===== src/common/adcs_params.svh =====
// Constants for the converter sequencer and input selection block
`ifndef ADCS_PARAMS_SVH
`define ADCS_PARAMS_SVH

// ==========================================================================
// Sequence timing in conversion clocks
`define ADCS_SAMPLE_CLKS   5'h04
`define ADCS_CONVERT_CLKS  5'h0C
`define ADCS_TOTAL_CLKS    5'h10

// ==========================================================================
// Input source codes
`define ADCS_SRC_SUPPLY1   4'h1
`define ADCS_SRC_SUPPLY2   4'h2
`define ADCS_SRC_SUPPLY4   4'h3
`define ADCS_SRC_EXT_A     4'h0
`define ADCS_SRC_EXT_B     4'h4
`define ADCS_SRC_AMP1      4'h5
`define ADCS_SRC_AMP2      4'h6
`define ADCS_SRC_AMP4      4'h7
`define ADCS_LAST_CHANNEL  4'hB

// ==========================================================================
// Pin function code that makes a pin an analog input
`define ADCS_PIN_FUNC_ANALOG 2'h3

// ==========================================================================
// Reset values
`define ADCS_RST_RESULT    12'h000
`define ADCS_RST_DIV       8'h00

`endif


===== src/common/adcs_pkg.sv =====
// Types shared by the converter sequencer and input selection block
package adcs_pkg;

  // Sequencer states, one-hot
  typedef enum logic [3:0] {
    ADCS_IDLE   = 4'b0001,
    ADCS_ARMED  = 4'b0010,
    ADCS_SAMPLE = 4'b0100,
    ADCS_CONV   = 4'b1000
  } adcs_state_t;

  // Internal analog source steering
  typedef enum logic [2:0] {
    ADCS_MUX_EXT    = 3'h0,
    ADCS_MUX_SUPPLY = 3'h1,
    ADCS_MUX_AMP    = 3'h2,
    ADCS_MUX_GND    = 3'h3
  } adcs_mux_t;

endpackage


===== src/adcs_top.sv =====
// Converter sequencer with input selection and conversion clock
`timescale 1ns/1ps

// Operation
// Source codes 0000, 0100, 1100-1111 route an external pin.
// Channel codes 0000-1011 connect analog pins 0-11.
// Channel codes 1100-1111 connect no pin; input floats.
// Internal source codes 0001-0011, 0101-0111 open every external switch.
// 0001-0011 supply /1,/2,/4; 0101-0111 amplifier /1,/2,/4.
// Source codes 10xx tie the converter input to ground.
// Analog pin function disables other functions and pull-high.
// Analog pin function overrides the port direction setting.
// Start bit low-high-low begins one conversion.
// Busy set when conversion starts, cleared when it completes.
// Completion sets request flag; enabled interrupt pulses out.
// Conversion clock is system clock divided by 1 to 128.
// Software keeps conversion clock period in 0.5-10 us.
// Software waits for settling after power-on before starting.
// Four sampling clocks then twelve conversion clocks, sixteen total.
// Conversion runs on its own without stalling the processor.
// Software clears power-on when conversions are not needed.
// Result registers hold while the converter is powered off.
// Alignment 0 gives 11:4 high, 3:0 low; 1 gives 11:8, 7:0.
// Result loads at end of sixteenth clock as busy clears.
module adcs_top
  import adcs_pkg::*;
#(
  parameter int NUM_PINS = 12,
  parameter int RES_BITS = 12
) (
  input  wire logic                  clock_i,
  input  wire logic                  reset_i,
  input  wire logic                  converter_power_on_i,
  input  wire logic                  start_i,
  input  wire logic                  result_alignment_select_i,
  input  wire logic [3:0]            input_source_select_i,
  input  wire logic [3:0]            external_channel_select_i,
  input  wire logic [2:0]            conv_clock_divider_select_i,
  input  wire logic [2*NUM_PINS-1:0] pin_function_select_i,
  input  wire logic                  interrupt_enable_i,
  input  wire logic                  request_flag_clear_i,
  input  wire logic                  comparator_i,
  output logic                       conversion_busy_flag_o,
  output logic                       request_flag_o,
  output logic                       interrupt_o,
  output logic [7:0]                 result_high_byte_o,
  output logic [7:0]                 result_low_byte_o,
  output logic [NUM_PINS-1:0]        channel_switch_o,
  output logic [2:0]                 internal_source_o,
  output logic [1:0]                 internal_divide_o,
  output logic [NUM_PINS-1:0]        pin_is_analog_o,
  output logic                       conv_clock_o,
  output logic                       sample_o,
  output logic [RES_BITS-1:0]        sar_trial_o
);
`include "adcs_params.svh"

  initial begin
    if (RES_BITS != 12) $error("adcs_top: RES_BITS must be 12");
    if (NUM_PINS != 12) $error("adcs_top: NUM_PINS must be 12");
  end

  // ==========================================================================
  // State record
  typedef struct packed {
    adcs_state_t                 state;
    logic                        start_s1;
    logic                        start_s2;
    logic                        cmp_s1;
    logic                        cmp_s2;
    logic [4:0]                  clk_cnt;
    logic [RES_BITS-1:0]         sar;
    logic [3:0]                  bit_idx;
    logic                        busy;
    logic                        req;
    logic                        irq;
    logic [7:0]                  res_hi;
    logic [7:0]                  res_lo;
    logic [NUM_PINS-1:0]         sw;
    logic [2:0]                  src;
    logic [1:0]                  div;
    logic [NUM_PINS-1:0]         ana;
    logic                        cclk;
  } adcs_top_state_t;

  adcs_top_state_t st_ff;
  adcs_top_state_t nxt_st;

  logic                  tick;
  logic [NUM_PINS-1:0]   sw_dec;
  logic [2:0]            src_dec;
  logic [1:0]            div_dec;
  logic [NUM_PINS-1:0]   ana_dec;

  // ==========================================================================
  // Format the result into the register pair
  function automatic logic [15:0] adcs_format(input logic [11:0] d,
                                              input logic       right);
    if (right) begin
      adcs_format = {4'h0, d[11:8], d[7:0]};
    end else begin
      adcs_format = {d[11:4], d[3:0], 4'h0};
    end
  endfunction

  // ==========================================================================
  // Submodules
  adcs_clk_div #(
    .DIV_BITS (3)
  ) u_div (
    .clock_i   (clock_i),
    .reset_i   (reset_i),
    .run_i     (st_ff.busy),
    .div_sel_i (conv_clock_divider_select_i),
    .tick_o    (tick)
  );

  adcs_input_select #(
    .NUM_PINS (NUM_PINS)
  ) u_sel (
    .input_source_select_i     (input_source_select_i),
    .external_channel_select_i (external_channel_select_i),
    .pin_function_select_i     (pin_function_select_i),
    .channel_switch_o          (sw_dec),
    .internal_source_o         (src_dec),
    .internal_divide_o         (div_dec),
    .pin_is_analog_o           (ana_dec)
  );

  // ==========================================================================
  // Sequencer next state
  always_comb begin
    logic [15:0] fmt;
    logic [RES_BITS-1:0] done_val;
    fmt      = '0;
    done_val = '0;
    nxt_st = st_ff;
    nxt_st.start_s1 = start_i;
    nxt_st.start_s2 = st_ff.start_s1;
    nxt_st.cmp_s1   = comparator_i;
    nxt_st.cmp_s2   = st_ff.cmp_s1;
    nxt_st.irq      = 1'b0;
    nxt_st.sw       = sw_dec;
    nxt_st.src      = src_dec;
    nxt_st.div      = div_dec;
    nxt_st.ana      = ana_dec;
    // Request flag: software clear loses to a new completion
    if (request_flag_clear_i) begin
      nxt_st.req = 1'b0;
    end
    case (st_ff.state)
      ADCS_IDLE: begin
        nxt_st.cclk = 1'b0;
        if (converter_power_on_i && st_ff.start_s2) begin
          nxt_st.state = ADCS_ARMED;
        end
      end
      ADCS_ARMED: begin
        if (!converter_power_on_i) begin
          nxt_st.state = ADCS_IDLE;
        end else if (!st_ff.start_s2) begin
          nxt_st.state   = ADCS_SAMPLE;
          nxt_st.busy    = 1'b1;
          nxt_st.clk_cnt = 5'h00;
          nxt_st.sar     = {1'b1, {(RES_BITS-1){1'b0}}};
          nxt_st.bit_idx = 4'(RES_BITS - 1);
        end
      end
      ADCS_SAMPLE, ADCS_CONV: begin
        if (tick) begin
          nxt_st.cclk    = ~st_ff.cclk;
          nxt_st.clk_cnt = st_ff.clk_cnt + 5'h01;
          if (st_ff.clk_cnt + 5'h01 == `ADCS_SAMPLE_CLKS) begin
            nxt_st.state = ADCS_CONV;
          end
          if (st_ff.state == ADCS_CONV) begin
            // Resolve one bit per conversion clock
            done_val = st_ff.sar;
            if (!st_ff.cmp_s2) begin
              done_val[st_ff.bit_idx] = 1'b0;
            end
            if (st_ff.bit_idx != 4'h0) begin
              done_val[st_ff.bit_idx - 4'h1] = 1'b1;
            end
            nxt_st.sar     = done_val;
            nxt_st.bit_idx = st_ff.bit_idx - 4'h1;
          end
          if (st_ff.clk_cnt + 5'h01 == `ADCS_TOTAL_CLKS) begin
            nxt_st.state = ADCS_IDLE;
            nxt_st.busy  = 1'b0;
            nxt_st.req   = 1'b1;
            nxt_st.irq   = interrupt_enable_i;
            fmt = adcs_format(done_val, result_alignment_select_i);
            if (converter_power_on_i) begin
              nxt_st.res_hi = fmt[15:8];
              nxt_st.res_lo = fmt[7:0];
            end
          end
        end
        if (!converter_power_on_i) begin
          nxt_st.state = ADCS_IDLE;
          nxt_st.busy  = 1'b0;
          nxt_st.cclk  = 1'b0;
        end
      end
      default: begin
        nxt_st.state = ADCS_IDLE;
      end
    endcase
  end

  // ==========================================================================
  // State register
  always_ff @(posedge clock_i) begin
    if (reset_i) begin
      st_ff        <= '0;
      st_ff.state  <= ADCS_IDLE;
      st_ff.src    <= ADCS_MUX_EXT;
      st_ff.res_hi <= 8'h00;
      st_ff.res_lo <= 8'h00;
    end else begin
      st_ff <= nxt_st;
    end
  end

  // ==========================================================================
  // Outputs straight from the state register
  assign conversion_busy_flag_o = st_ff.busy;
  assign request_flag_o         = st_ff.req;
  assign interrupt_o            = st_ff.irq;
  assign result_high_byte_o     = st_ff.res_hi;
  assign result_low_byte_o      = st_ff.res_lo;
  assign channel_switch_o       = st_ff.sw;
  assign internal_source_o      = st_ff.src;
  assign internal_divide_o      = st_ff.div;
  assign pin_is_analog_o        = st_ff.ana;
  assign conv_clock_o           = st_ff.cclk;
  assign sample_o               = (st_ff.state == ADCS_SAMPLE);
  assign sar_trial_o            = st_ff.sar;

endmodule // adcs_top


===== src/adcs_clk_div.sv =====
// Conversion clock tick generator, system clock divided by 2^code
`timescale 1ns/1ps
module adcs_clk_div
  import adcs_pkg::*;
#(
  parameter int DIV_BITS = 3
) (
  input  wire logic                clock_i,
  input  wire logic                reset_i,
  input  wire logic                run_i,
  input  wire logic [DIV_BITS-1:0] div_sel_i,
  output logic                     tick_o
);
`include "adcs_params.svh"

  initial begin
    if (DIV_BITS != 3) $error("adcs_clk_div: DIV_BITS must be 3");
  end

  typedef struct packed {
    logic [7:0] cnt;
    logic       tick;
  } adcs_div_t;

  adcs_div_t st_ff;
  adcs_div_t nxt_st;

  // ==========================================================================
  // Divider: tick once every 2^code system clocks
  always_comb begin
    logic [7:0] last;
    last = 8'((9'h001 << div_sel_i) - 9'h001);
    nxt_st = st_ff;
    nxt_st.tick = 1'b0;
    if (!run_i) begin
      nxt_st.cnt = `ADCS_RST_DIV;          // Restart phase on each run
    end else if (st_ff.cnt >= last) begin
      nxt_st.cnt  = `ADCS_RST_DIV;
      nxt_st.tick = 1'b1;
    end else begin
      nxt_st.cnt = st_ff.cnt + 8'h01;
    end
  end

  always_ff @(posedge clock_i) begin
    if (reset_i) begin
      st_ff <= '0;
    end else begin
      st_ff <= nxt_st;
    end
  end

  assign tick_o = st_ff.tick;

endmodule // adcs_clk_div


===== src/adcs_input_select.sv =====
// Analog input selection decode and pin function override
`timescale 1ns/1ps
module adcs_input_select
  import adcs_pkg::*;
#(
  parameter int NUM_PINS = 12
) (
  input  wire logic [3:0]            input_source_select_i,
  input  wire logic [3:0]            external_channel_select_i,
  input  wire logic [2*NUM_PINS-1:0] pin_function_select_i,
  output logic      [NUM_PINS-1:0]   channel_switch_o,
  output logic      [2:0]            internal_source_o,
  output logic      [1:0]            internal_divide_o,
  output logic      [NUM_PINS-1:0]   pin_is_analog_o
);
`include "adcs_params.svh"

  initial begin
    if (NUM_PINS != 12) $error("adcs_input_select: NUM_PINS must be 12");
  end

  // ==========================================================================
  // Source and channel decode
  always_comb begin
    logic ext;
    ext = (input_source_select_i == `ADCS_SRC_EXT_A) ||
          (input_source_select_i == `ADCS_SRC_EXT_B) ||
          (input_source_select_i[3:2] == 2'h3);
    channel_switch_o  = '0;
    internal_source_o = ADCS_MUX_EXT;
    internal_divide_o = 2'h0;
    if (ext) begin
      if (external_channel_select_i <= `ADCS_LAST_CHANNEL) begin
        channel_switch_o[external_channel_select_i] = 1'b1;
      end
    end else if (input_source_select_i[3:2] == 2'h2) begin
      internal_source_o = ADCS_MUX_GND;
    end else begin
      internal_source_o = input_source_select_i[2] ?
                          ADCS_MUX_AMP : ADCS_MUX_SUPPLY;
      internal_divide_o = input_source_select_i[1:0] - 2'h1;
    end
  end

  // ==========================================================================
  // Analog function overrides direction, pull-high and other functions
  always_comb begin
    for (int i = 0; i < NUM_PINS; i++) begin
      pin_is_analog_o[i] = (pin_function_select_i[2*i +: 2] ==
                            `ADCS_PIN_FUNC_ANALOG);
    end
  end

endmodule // adcs_input_select


===== config.mk =====
export PLATFORM = sky130hd
export DESIGN_NAME = adcs_top
export DESIGN_NICKNAME = d
export VERILOG_FILES = /design/src/common/adcs_pkg.sv /design/src/adcs_top.sv /design/src/adcs_clk_div.sv /design/src/adcs_input_select.sv
export VERILOG_INCLUDE_DIRS = /design/src /design/src/common
export SDC_FILE = /design/constraint.sdc
export NUM_CORES = 1
export LEC_CHECK = 0
export BUFFER_PORTS_ARGS = -buffer_cell sky130_fd_sc_hd__clkbuf_2
export CAP_MARGIN = 10
export CORE_MARGIN = 2
export CORE_UTILIZATION = 58
export DETAILED_ROUTE_END_ITERATION = 10
export PLACE_DENSITY = 0.85
export SLEW_MARGIN = 5
export SYNTH_ARGS = -nofsm -noshare
export SYNTH_HDL_FRONTEND = slang
export SYNTH_SLANG_ARGS = --single-unit

===== constraint.sdc =====
create_clock -name clock_i -period 4.4 [get_ports clock_i]
set_input_delay 0.44 -clock clock_i [delete_from_list [all_inputs] [get_ports clock_i]]
set_output_delay 0.44 -clock clock_i [all_outputs]
set_load 0.05 [all_outputs]

==> metrics.md, run 1 <==
| Metric | Value |
|---|---|
| Final-report max-slew violation count | 0 |
| Skew final | 0.00971 ns |
| WHS Path Cells | 2 |
| Die width | 92.7 um |
| YS warnings | 0 |
| Yosys reg bits | 86 |
| Clock root buffer master | clkbuf_8 |
| Met3 usage | 5.21% |
| Core area | 7690 um^2 |
| Final Hold Fails | 0 |
| Reg2Reg Depth | 6 |
| Post-DR vias/cell | 5.63 |
| CTS tree | yes |
| Area delta synth->final | 5.34% |
| Routed length per instance | 14.1 um |
| CTS resizes | 0 |
| Worst Tran Pin Value | 0.639 ns |
| Sink Count | 86 |
| Final instance area | 4810 um^2 |
| Clk Latency, worst-skew pair | 0.36 ns |
| Crit Path Category | flop to flop |
| Largest family of logic cells by synthesized area | simple AND/OR/NAND/NOR gates |
| Crit Path Max Fanout | 18 |
| Synth Area in XOR/XNOR | 1.73% |
| Commonest non-fill, non-tap cell in the layout | clkbuf_2 |
| Setup TNS | 0 ns |
| Crit Reg-Reg Startpoint | st_ff[65]$_SDFFE_PP0P_ |
| Status | finished, final reports clean |
| Die area | 8600 um^2 |
| Synth Flop Type | dfxtp_1 |
| Hold Buf Count CTS | 0 |
| Post-CTS setup buffers | 0 |
| Vias in the first global route | 3425 |
| DRC errors left | 0 |
| FMAX | 400 MHz |
| Detailed placer's ending HPWL | 7020 um |
| GRT busiest layer | met2 |
| Starting Density | 59.4% |
| Port buffer count | 103 |
| Cell Area, Placed | 4610 um^2 |
| Crit path capture type | flop |
| Global router's overall resource usage | 21.7% |
| Max stage delay cell, worst path | or3_1 |
| Met1 Use GR | 26.5% |
| Worst path max stage delay | 0.65 ns |
| IO Pins | 105 |
| Total gr overflow | 0 |
| Ant diodes | 0 |
| Worst-path clk slew | 0.09 ns |
| # Max-Cap Violations | 0 |
| Slew HR | 57.4% |
| Layout filler cell count | 673 |
| Initial antenna violation count | 0 |
| Synth Area in Compound Gates | 14.9% |
| WL final | 9420 um |
| Synth Instances | 533 |
| Static leakage | 2.00 nW |
| Synth Area in Simple Gates | 25.6% |
| CP Cell Sequence | ha_1 > or3b_1 > o211a_2 > or3_1 > nor3_2 > a221o_1 |
| Worst VDD drop | 172 uV |
| Total number of vias | 3769 |
| Setup WS pre-CTS | 1.93 ns |
| Worst Setup Start Kind | flop |
| Hold path start | input_source_select_i[0] |
| Share of the synthesized area in the top cell type | 37.7% |
| Critical path launch point | st_ff[65]$_SDFFE_PP0P_ |
| Syn nets | 592 |
| Layout Cells excl Fill | 670 |
| Mux cell area share after synthesis | 1.18% |
| Final setup violating endpoints | 0 |
| Req. time, crit path | 4.70 ns |
| Pin count of the biggest net entering global routing | 54 |
| Chip Height | 92.7 um |
| Tmin final | 2.50 ns |
| Nets | 622 |
| First-pass GRT wire length | 15300 um |
| Post-Syn Area | 4570 um^2 |
| Met2 Track Usage GR | 37.9% |
| Final worst path period share | 56.9% |
| RSZ-0062 raised after global routing | false |
| Initial drt markers | 243 |
| Area contributors post-synth | dfxtp_1, buf_4, nor2_1 |
| Placer Congestion | 0.908 |
| Post-synthesis sequential area ratio | 37.7% |
| Cts bufs inserted | 9 |
| Placed Cells | 654 |
| FF-to-FF End | result_low_byte_o[5]$_SDFFE_PP0P_ |
| Synth area leader | dfxtp_1 |
| Num rows | 32 |
| WP data arrival | 2.81 ns |
| R2r setup slk | 1.90 ns |
| Post-route ant nets | 0 |
| Layout cells sized above 1 | 23.9% |
| H-tree levels | 3 |
| Ys async rst share | 0% |
| Post-synth EDFFs | 0 |
| Initial DRT Pass Iterations | 5 |
| Worst Hold Path EP | internal_divide_o[0]$_SDFF_PP0_ |
| Worst Slack Setup Final | 1.90 ns |
| Power density over the cells | 337 nW/um^2 |
| Clk buf depth | 2 |
| Most frequent cells in the layout | clkbuf_2, dfxtp_1, nor2_1 |
| Post-Synth Adder-Cell Area | 4.38% |
| Hold Path Class | primary input to flop |
| Netlist cell types | 69 |
| Mean Syn Cell Area | 8.57 um^2 |
logic make-up after synthesis:
kind of cell             Yosys count
AND/OR/NAND/NOR                  215
adder cells (fa/ha/maj)           16
buffers and inverters             98
AO/OA/AOI/OAI                    103
other                              2
multiplexers                       4
XOR/XNOR                           9
flip-flops                        86
final cells by class:
class                   instances  area [um^2]  share of cell area [%]
clock buffers                   9          124                    2.57
well taps                     102          128                    2.65
repair buffers                104          523                    10.9
flip-flops and latches         86         1720                    35.8
clock inverters                 7         80.1                    1.66
inverters                      13         48.8                    1.01
multi-input cells             349         2190                    45.4
synthesized netlist by cell type, drive strengths merged, types with 2 or more instances:
| cell | n |
|---|---|
| o31ai | 3 |
| xnor2 | 4 |
| a22oi | 12 |
| nand2b | 14 |
| nor2b | 11 |
| nand4bb | 2 |
| nor4 | 3 |
| or3 | 5 |
| dfxtp | 86 |
| a221o | 8 |
| buf | 65 |
| o221ai | 4 |
| a21oi | 33 |
| a32oi | 2 |
| a21o | 3 |
| nand3b | 7 |
| a31oi | 5 |
| and3 | 4 |
| nand4 | 2 |
| o211ai | 4 |
| nand2 | 42 |
| nor4b | 10 |
| inv | 13 |
| conb | 2 |
| a211oi | 3 |
| nor3 | 12 |
| and2 | 6 |
| nand3 | 19 |
| nand4b | 2 |
| ha | 16 |
| clkbuf | 20 |
| xor2 | 5 |
| mux2i | 3 |
| o21ai | 17 |
| or2 | 3 |
| nor3b | 4 |
| nor2 | 63 |
power by group:
group | switching [mW] | internal (mW) | total, mW
registers | 0.0327 | 0.798 | 0.831
logic | 0.136 | 0.0853 | 0.221
clock network | 0.302 | 0.270 | 0.572
total | 0.470 | 1.15 | 1.62
worst max-delay path: cells and delay by family (launching register included):
kind,cells,cell delay [ns]
compound gates,2,0.36
fa+ha+maj,1,0.30
flops,1,0.36
simple gates,3,1.43
worst max-delay path by stage:
stage | cells after the start | to | slack (ns)
after floorplan | 2 | sample_o | 1.76
after global placement | 6 | result_high_byte_o[0]$_SDFFE_PP0P_ | 2.01
after detailed placement | 6 | result_low_byte_o[4]$_SDFFE_PP0P_ | 1.93
after CTS | 6 | result_low_byte_o[4]$_SDFFE_PP0P_ | 1.89
after global routing | 6 | result_low_byte_o[6]$_SDFFE_PP0P_ | 1.69
final | 6 | result_low_byte_o[5]$_SDFFE_PP0P_ | 1.90
metrics by stage:
step,power [mW],util [%],hold slack (ns)
2_1_floorplan,1.02,-,0.414
3_3_place_gp,1.05,59.9,0.426
3_5_place_dp,1.07,59.9,0.422
4_1_cts,1.63,62.6,0.242
5_1_grt,1.69,62.6,0.251
6_report,1.62,62.6,0.249
sequential cells by signal, summed over array words and instances (netlist names):
| name | flops |
|---|---|
| channel_switch_o | 12 |
| interrupt_o | 1 |
| sar_trial_o | 12 |
| nxt_st | 2 |
| conv_clock_o | 1 |
| result_high_byte_o | 8 |
| result_low_byte_o | 8 |
| request_flag_o | 1 |
| pin_is_analog_o | 12 |
| internal_divide_o | 2 |
| conversion_busy_flag_o | 1 |
| u_div.st_ff | 8 |
| st_ff | 15 |
| internal_source_o | 2 |
| u_div.tick_o | 1 |
routing by layer:
| metal | vias to the layer above | wire length [um] |
|---|---|---|
| met5 | - | 0 |
| met3 | 19 | 605 |
| met4 | 0 | 170 |
| met2 | 150 | 4720 |
| li1 | 1859 | - |
| met1 | 1741 | 3930 |
Note: power is estimated with default switching activity, not from simulation.
==> run 2: changes to the inputs <==
- CORE_UTILIZATION: 58 -> 49
- PLACE_DENSITY: 0.85 -> 0.76
- clock period: 4.4 -> 2.2 ns (I/O delays scaled with it)
==> metrics.md, run 2 (synthesis gave the netlist of run 1 again) <==
| Metric | Value |
|---|---|
| Worst VDD drop | 260 uV |
| Post-route ant nets | 0 |
| Placed Cells | 685 |
| Pin count of the biggest net entering global routing | 24 |
| WL final | 9950 um |
| FMAX | 472 MHz |
| Die area | 10100 um^2 |
| Area delta synth->final | 10.2% |
| Max reg flops | 15 |
| Layout cells sized above 1 | 28.0% |
| WP data arrival | 2.43 ns |
| Layout Cells excl Fill | 701 |
| Initial drt markers | 168 |
| DRC errors left | 0 |
| Ant diodes | 0 |
| IO Pins | 105 |
| Chip Height | 101 um |
| Req. time, crit path | 2.51 ns |
| CTS tree | yes |
| Most frequent cells in the layout | clkbuf_2, dfxtp_1, nor2_1 |
| First-pass GRT wire length | 16600 um |
| Crit Path Category | flop to flop |
| Nets | 644 |
| Worst Setup Start Kind | flop |
| Total number of vias | 3857 |
| Port buffer count | 103 |
| Worst-path clk slew | 0.10 ns |
| Total gr overflow | 0 |
| Tmin final | 2.12 ns |
| Setup TNS | 0 ns |
| Final Hold Fails | 0 |
| Global router's overall resource usage | 20.3% |
| Clock root buffer master | clkbuf_8 |
| Post-DR vias/cell | 5.50 |
| H-tree levels | 3 |
| Final worst path period share | 96.2% |
| RSZ-0062 raised after global routing | false |
| # Max-Cap Violations | 0 |
| Clk buf depth | 2 |
| Top reg by flops | st_ff |
| Clk Latency, worst-skew pair | 0.36 ns |
| Initial DRT Pass Iterations | 5 |
| Hold Path Class | primary input to flop |
| Crit Path Max Fanout | 11 |
| Detailed placer's ending HPWL | 7440 um |
| Starting Density | 49.9% |
| Die width | 101 um |
| Cts bufs inserted | 9 |
| Status | finished, final reports clean |
| Num rows | 35 |
| Commonest non-fill, non-tap cell in the layout | clkbuf_2 |
| Skew final | 0.00979 ns |
| Power density over the cells | 648 nW/um^2 |
| Slew HR | 62.0% |
| Static leakage | 2.13 nW |
| Final setup violating endpoints | 0 |
| Vias in the first global route | 3538 |
| Final-report max-slew violation count | 0 |
| Core area | 9150 um^2 |
| Placer Congestion | 0.919 |
| Layout filler cell count | 812 |
| Sink Count | 86 |
| Initial antenna violation count | 0 |
| Crit path capture type | flop |
| Worst Tran Pin Value | 0.569 ns |
| Routed length per instance | 14.2 um |
[run 2: changes by cell type in the layout (fill, tap and decap cells not counted), sizes merged]
cell / before / now
inv: 16 / 15
clkinv: 2 / 5
buf: 1 / 23
clkinvlp: 1 / 0
bufinv: 1 / 0
[run 2: timing repair]
action	in CTS	in global routing
cloned	0	0
buffers inserted	0	0
resized for setup	1	4
endpoints found under the setup margin	4	4
hold buffers	0	0
[run 2: path summary, 6_finish.rpt]
kind              depth (start not counted)                           endpoint  slack [ns]                     start
setup / recovery                          6  result_low_byte_o[6]$_SDFFE_PP0P_        0.08    st_ff[66]$_SDFFE_PP0P_
hold / removal                            2    internal_divide_o[0]$_SDFF_PP0_        0.03  input_source_select_i[0]
setup reg to reg                          6  result_low_byte_o[6]$_SDFFE_PP0P_        0.08    st_ff[66]$_SDFFE_PP0P_
hold reg to reg                           1               st_ff[72]$_SDFF_PP0_        0.45     nxt_st[72]$_SDFF_PP0_
[run 2: worst max-delay path, stage by stage (launching register included)]
cell	delay, ns
dfxtp_1	0.36
ha_2	0.20
or3b_4	0.40
o211a_4	0.17
or3_4	0.43
nor4b_1	0.36
a221o_1	0.15
[run 2: per-stage QoR]
step	hold slack [ns]	power [mW]	util (%)	instance area [um^2]	worst slack, ns
finish	0.0255	3.26	55.0	5030	0.0826
global route	0.00850	3.42	55.0	5030	0.0151
global placement	0.404	2.15	52.5	4800	0.115
detailed placement	0.410	2.17	52.5	4800	0.0214
CTS	0.0142	3.29	54.8	5010	0.125
floorplan	0.296	2.05	-	4590	0.0413
[run 2: power breakdown]
part | total [mW] | switching, mW | internal [mW] | leakage (nW)
clock | 1.12 | 0.670 | 0.451 | 0.103
sequential | 1.62 | 0.0258 | 1.60 | 0.697
combinational | 0.520 | 0.319 | 0.201 | 1.33
total | 3.26 | 1.02 | 2.25 | 2.13
[run 2: cell type report]
cell class	count	area, um^2	area share, %
multi-input combinational	349	2230	44.3
inverter	13	48.8	0.969
timing repair buffer	126	688	13.7
clock buffer	9	124	2.46
clock inverter	7	81.3	1.62
sequential	86	1720	34.2
tap	111	139	2.76
[run 2: layer usage]
layer	up-vias	wire [um]	part of all wire (%)	GRT usage, %
li1	1899	-	-	-
met1	1812	4360	44	25.2
met2	123	4820	49	33.8
met3	23	545	5.5	5.13
met4	0	216	2.2	8.43
met5	-	0	0	0
==> run 3: changes to the inputs <==
- GPL_TIMING_DRIVEN: not set -> 0
==> metrics.md, run 3 (synthesis gave the netlist of run 1 again) <==
| Metric | Value |
|---|---|
| Worst-path clk slew | 0.09 ns |
| Most frequent cells in the layout | clkbuf_2, dfxtp_1, buf_4 |
| Cell Area, Placed | 5230 um^2 |
| Final Hold Fails | 0 |
| Setup TNS | 0 ns |
| Routed length per instance | 13.9 um |
| WP data arrival | 2.47 ns |
| Starting Density | 49.9% |
| Post-DR vias/cell | 5.35 |
| FMAX | 463 MHz |
| Nets | 709 |
| Placer Congestion | 0.905 |
| Layout cells sized above 1 | 34.4% |
| Ant diodes | 0 |
| Skew final | 0.0131 ns |
| Area delta synth->final | 22.7% |
| Worst Setup Start Kind | flop |
| Req. time, crit path | 2.51 ns |
| Final-report max-slew violation count | 0 |
| WL final | 10700 um |
| Chip Height | 101 um |
| Port buffer count | 101 |
| Die width | 101 um |
| Die area | 10100 um^2 |
| Hold Path Class | primary input to flop |
| Num rows | 35 |
| Global router's overall resource usage | 21.0% |
| Clk buf depth | 2 |
| Layout filler cell count | 809 |
| Initial DRT Pass Iterations | 4 |
| Crit Path Category | flop to flop |
| CTS tree | yes |
| Placed Cells | 745 |
| Commonest non-fill, non-tap cell in the layout | clkbuf_2 |
| Worst Tran Pin Value | 0.603 ns |
| Crit path capture type | flop |
| Tmin final | 2.16 ns |
| Slew HR | 59.6% |
| Initial drt markers | 166 |
| Final worst path period share | 98.1% |
| Status | finished, final reports clean |
| Worst VDD drop | 404 uV |
| Final setup violating endpoints | 0 |
| Power density over the cells | 595 nW/um^2 |
| First-pass GRT wire length | 17100 um |
| # Max-Cap Violations | 0 |
| Layout Cells excl Fill | 766 |
| Detailed placer's ending HPWL | 7800 um |
| H-tree levels | 3 |
| Crit Path Max Fanout | 7 |
| Total number of vias | 4096 |
| Final instance area | 5600 um^2 |
| Clock root buffer master | clkbuf_8 |
| Clk Latency, worst-skew pair | 0.36 ns |
| Pin count of the biggest net entering global routing | 17 |
| Initial antenna violation count | 0 |
| Total gr overflow | 0 |
| Max reg flops | 15 |
| Cts bufs inserted | 9 |
| Core area | 9150 um^2 |
| Sink Count | 86 |
| Static leakage | 2.46 nW |
| Top reg by flops | st_ff |
| Vias in the first global route | 3747 |
| DRC errors left | 0 |
| Post-route ant nets | 0 |
| IO Pins | 105 |
==> run 3: changes by cell type in the layout (fill, tap and decap cells not counted), moves of 3 or more <==
cell,change
buf_4,+41
dfxtp_1,-3
nor4b_4,+3
inv_6,+3
o221ai_1,-4
o221ai_2,+4
clkbuf_1,+14
dfxtp_2,+3
nor4b_2,-3
==> run 3: repair_timing <==
item | CTS | global route
setup endpoints to repair | 8 | 26
hold buffers | 0 | 0
pin swaps | 3 | 5
resized for setup | 10 | 16
setup buffers | 5 | 2
endpoints found under the hold margin | 0 | 0
cloned | 1 | 0
==> run 3: power by group <==
group / total, mW / internal, mW / leakage [nW] / switching (mW)
combinational: 0.528 / 0.207 / 1.65 / 0.321
sequential: 1.66 / 1.60 / 0.699 / 0.0609
clock: 1.15 / 0.539 / 0.105 / 0.613
==> run 3: final timing paths <==
check	startpoint	endpoint	slack, ns	cells past startpoint
worst max register to register	st_ff[66]$_SDFFE_PP0P_	result_high_byte_o[2]$_SDFFE_PP0P_	0.04	8
worst max-delay path	st_ff[66]$_SDFFE_PP0P_	result_high_byte_o[2]$_SDFFE_PP0P_	0.04	8
worst min-delay path	input_source_select_i[0]	internal_divide_o[0]$_SDFF_PP0_	0.04	2
worst min register to register	nxt_st[70]$_SDFF_PP0_	st_ff[70]$_SDFF_PP0_	0.44	1
==> run 3: per-layer routing <==
metal,track usage [%],share of wire [%],vias up
li1,-,-,2031
met1,25.8,43,1899
met2,36.2,49,145
met3,4.85,5.6,21
met4,7.17,2.2,0
met5,0,0,-
==> run 3: final cells by class <==
type	instances	area [um^2]	share of cell area, %
inverters	13	48.8	0.871
clock buffers	9	124	2.21
well taps	111	139	2.48
repair buffers	109	563	10.0
multi-input cells	349	2330	41.5
plain buffers	82	596	10.6
clock inverters	7	78.8	1.41
flip-flops and latches	86	1730	30.8
==> run 3: through the flow <==
step / hold slack [ns] / setup WS (ns) / utilization (%) / total power, mW
after global routing: 0.0336 / -0.00625 / 61.2 / 3.48
after global placement: 0.409 / -0.0823 / 57.2 / 2.17
after CTS: 0.0211 / -0.0144 / 60.3 / 3.34
final: 0.0402 / 0.0411 / 61.2 / 3.34
after detailed placement: 0.411 / -0.196 / 57.2 / 2.19
after floorplan: 0.296 / 0.0413 / - / 2.05
==> run 3: worst max-delay path: stages (launching register included) <==
cell	delay, ns
dfxtp_2	0.35
ha_4	0.18
or3b_4	0.38
o211a_4	0.17
or3_4	0.35
buf_6	0.14
buf_8	0.12
nor4b_4	0.27
a221o_1	0.14
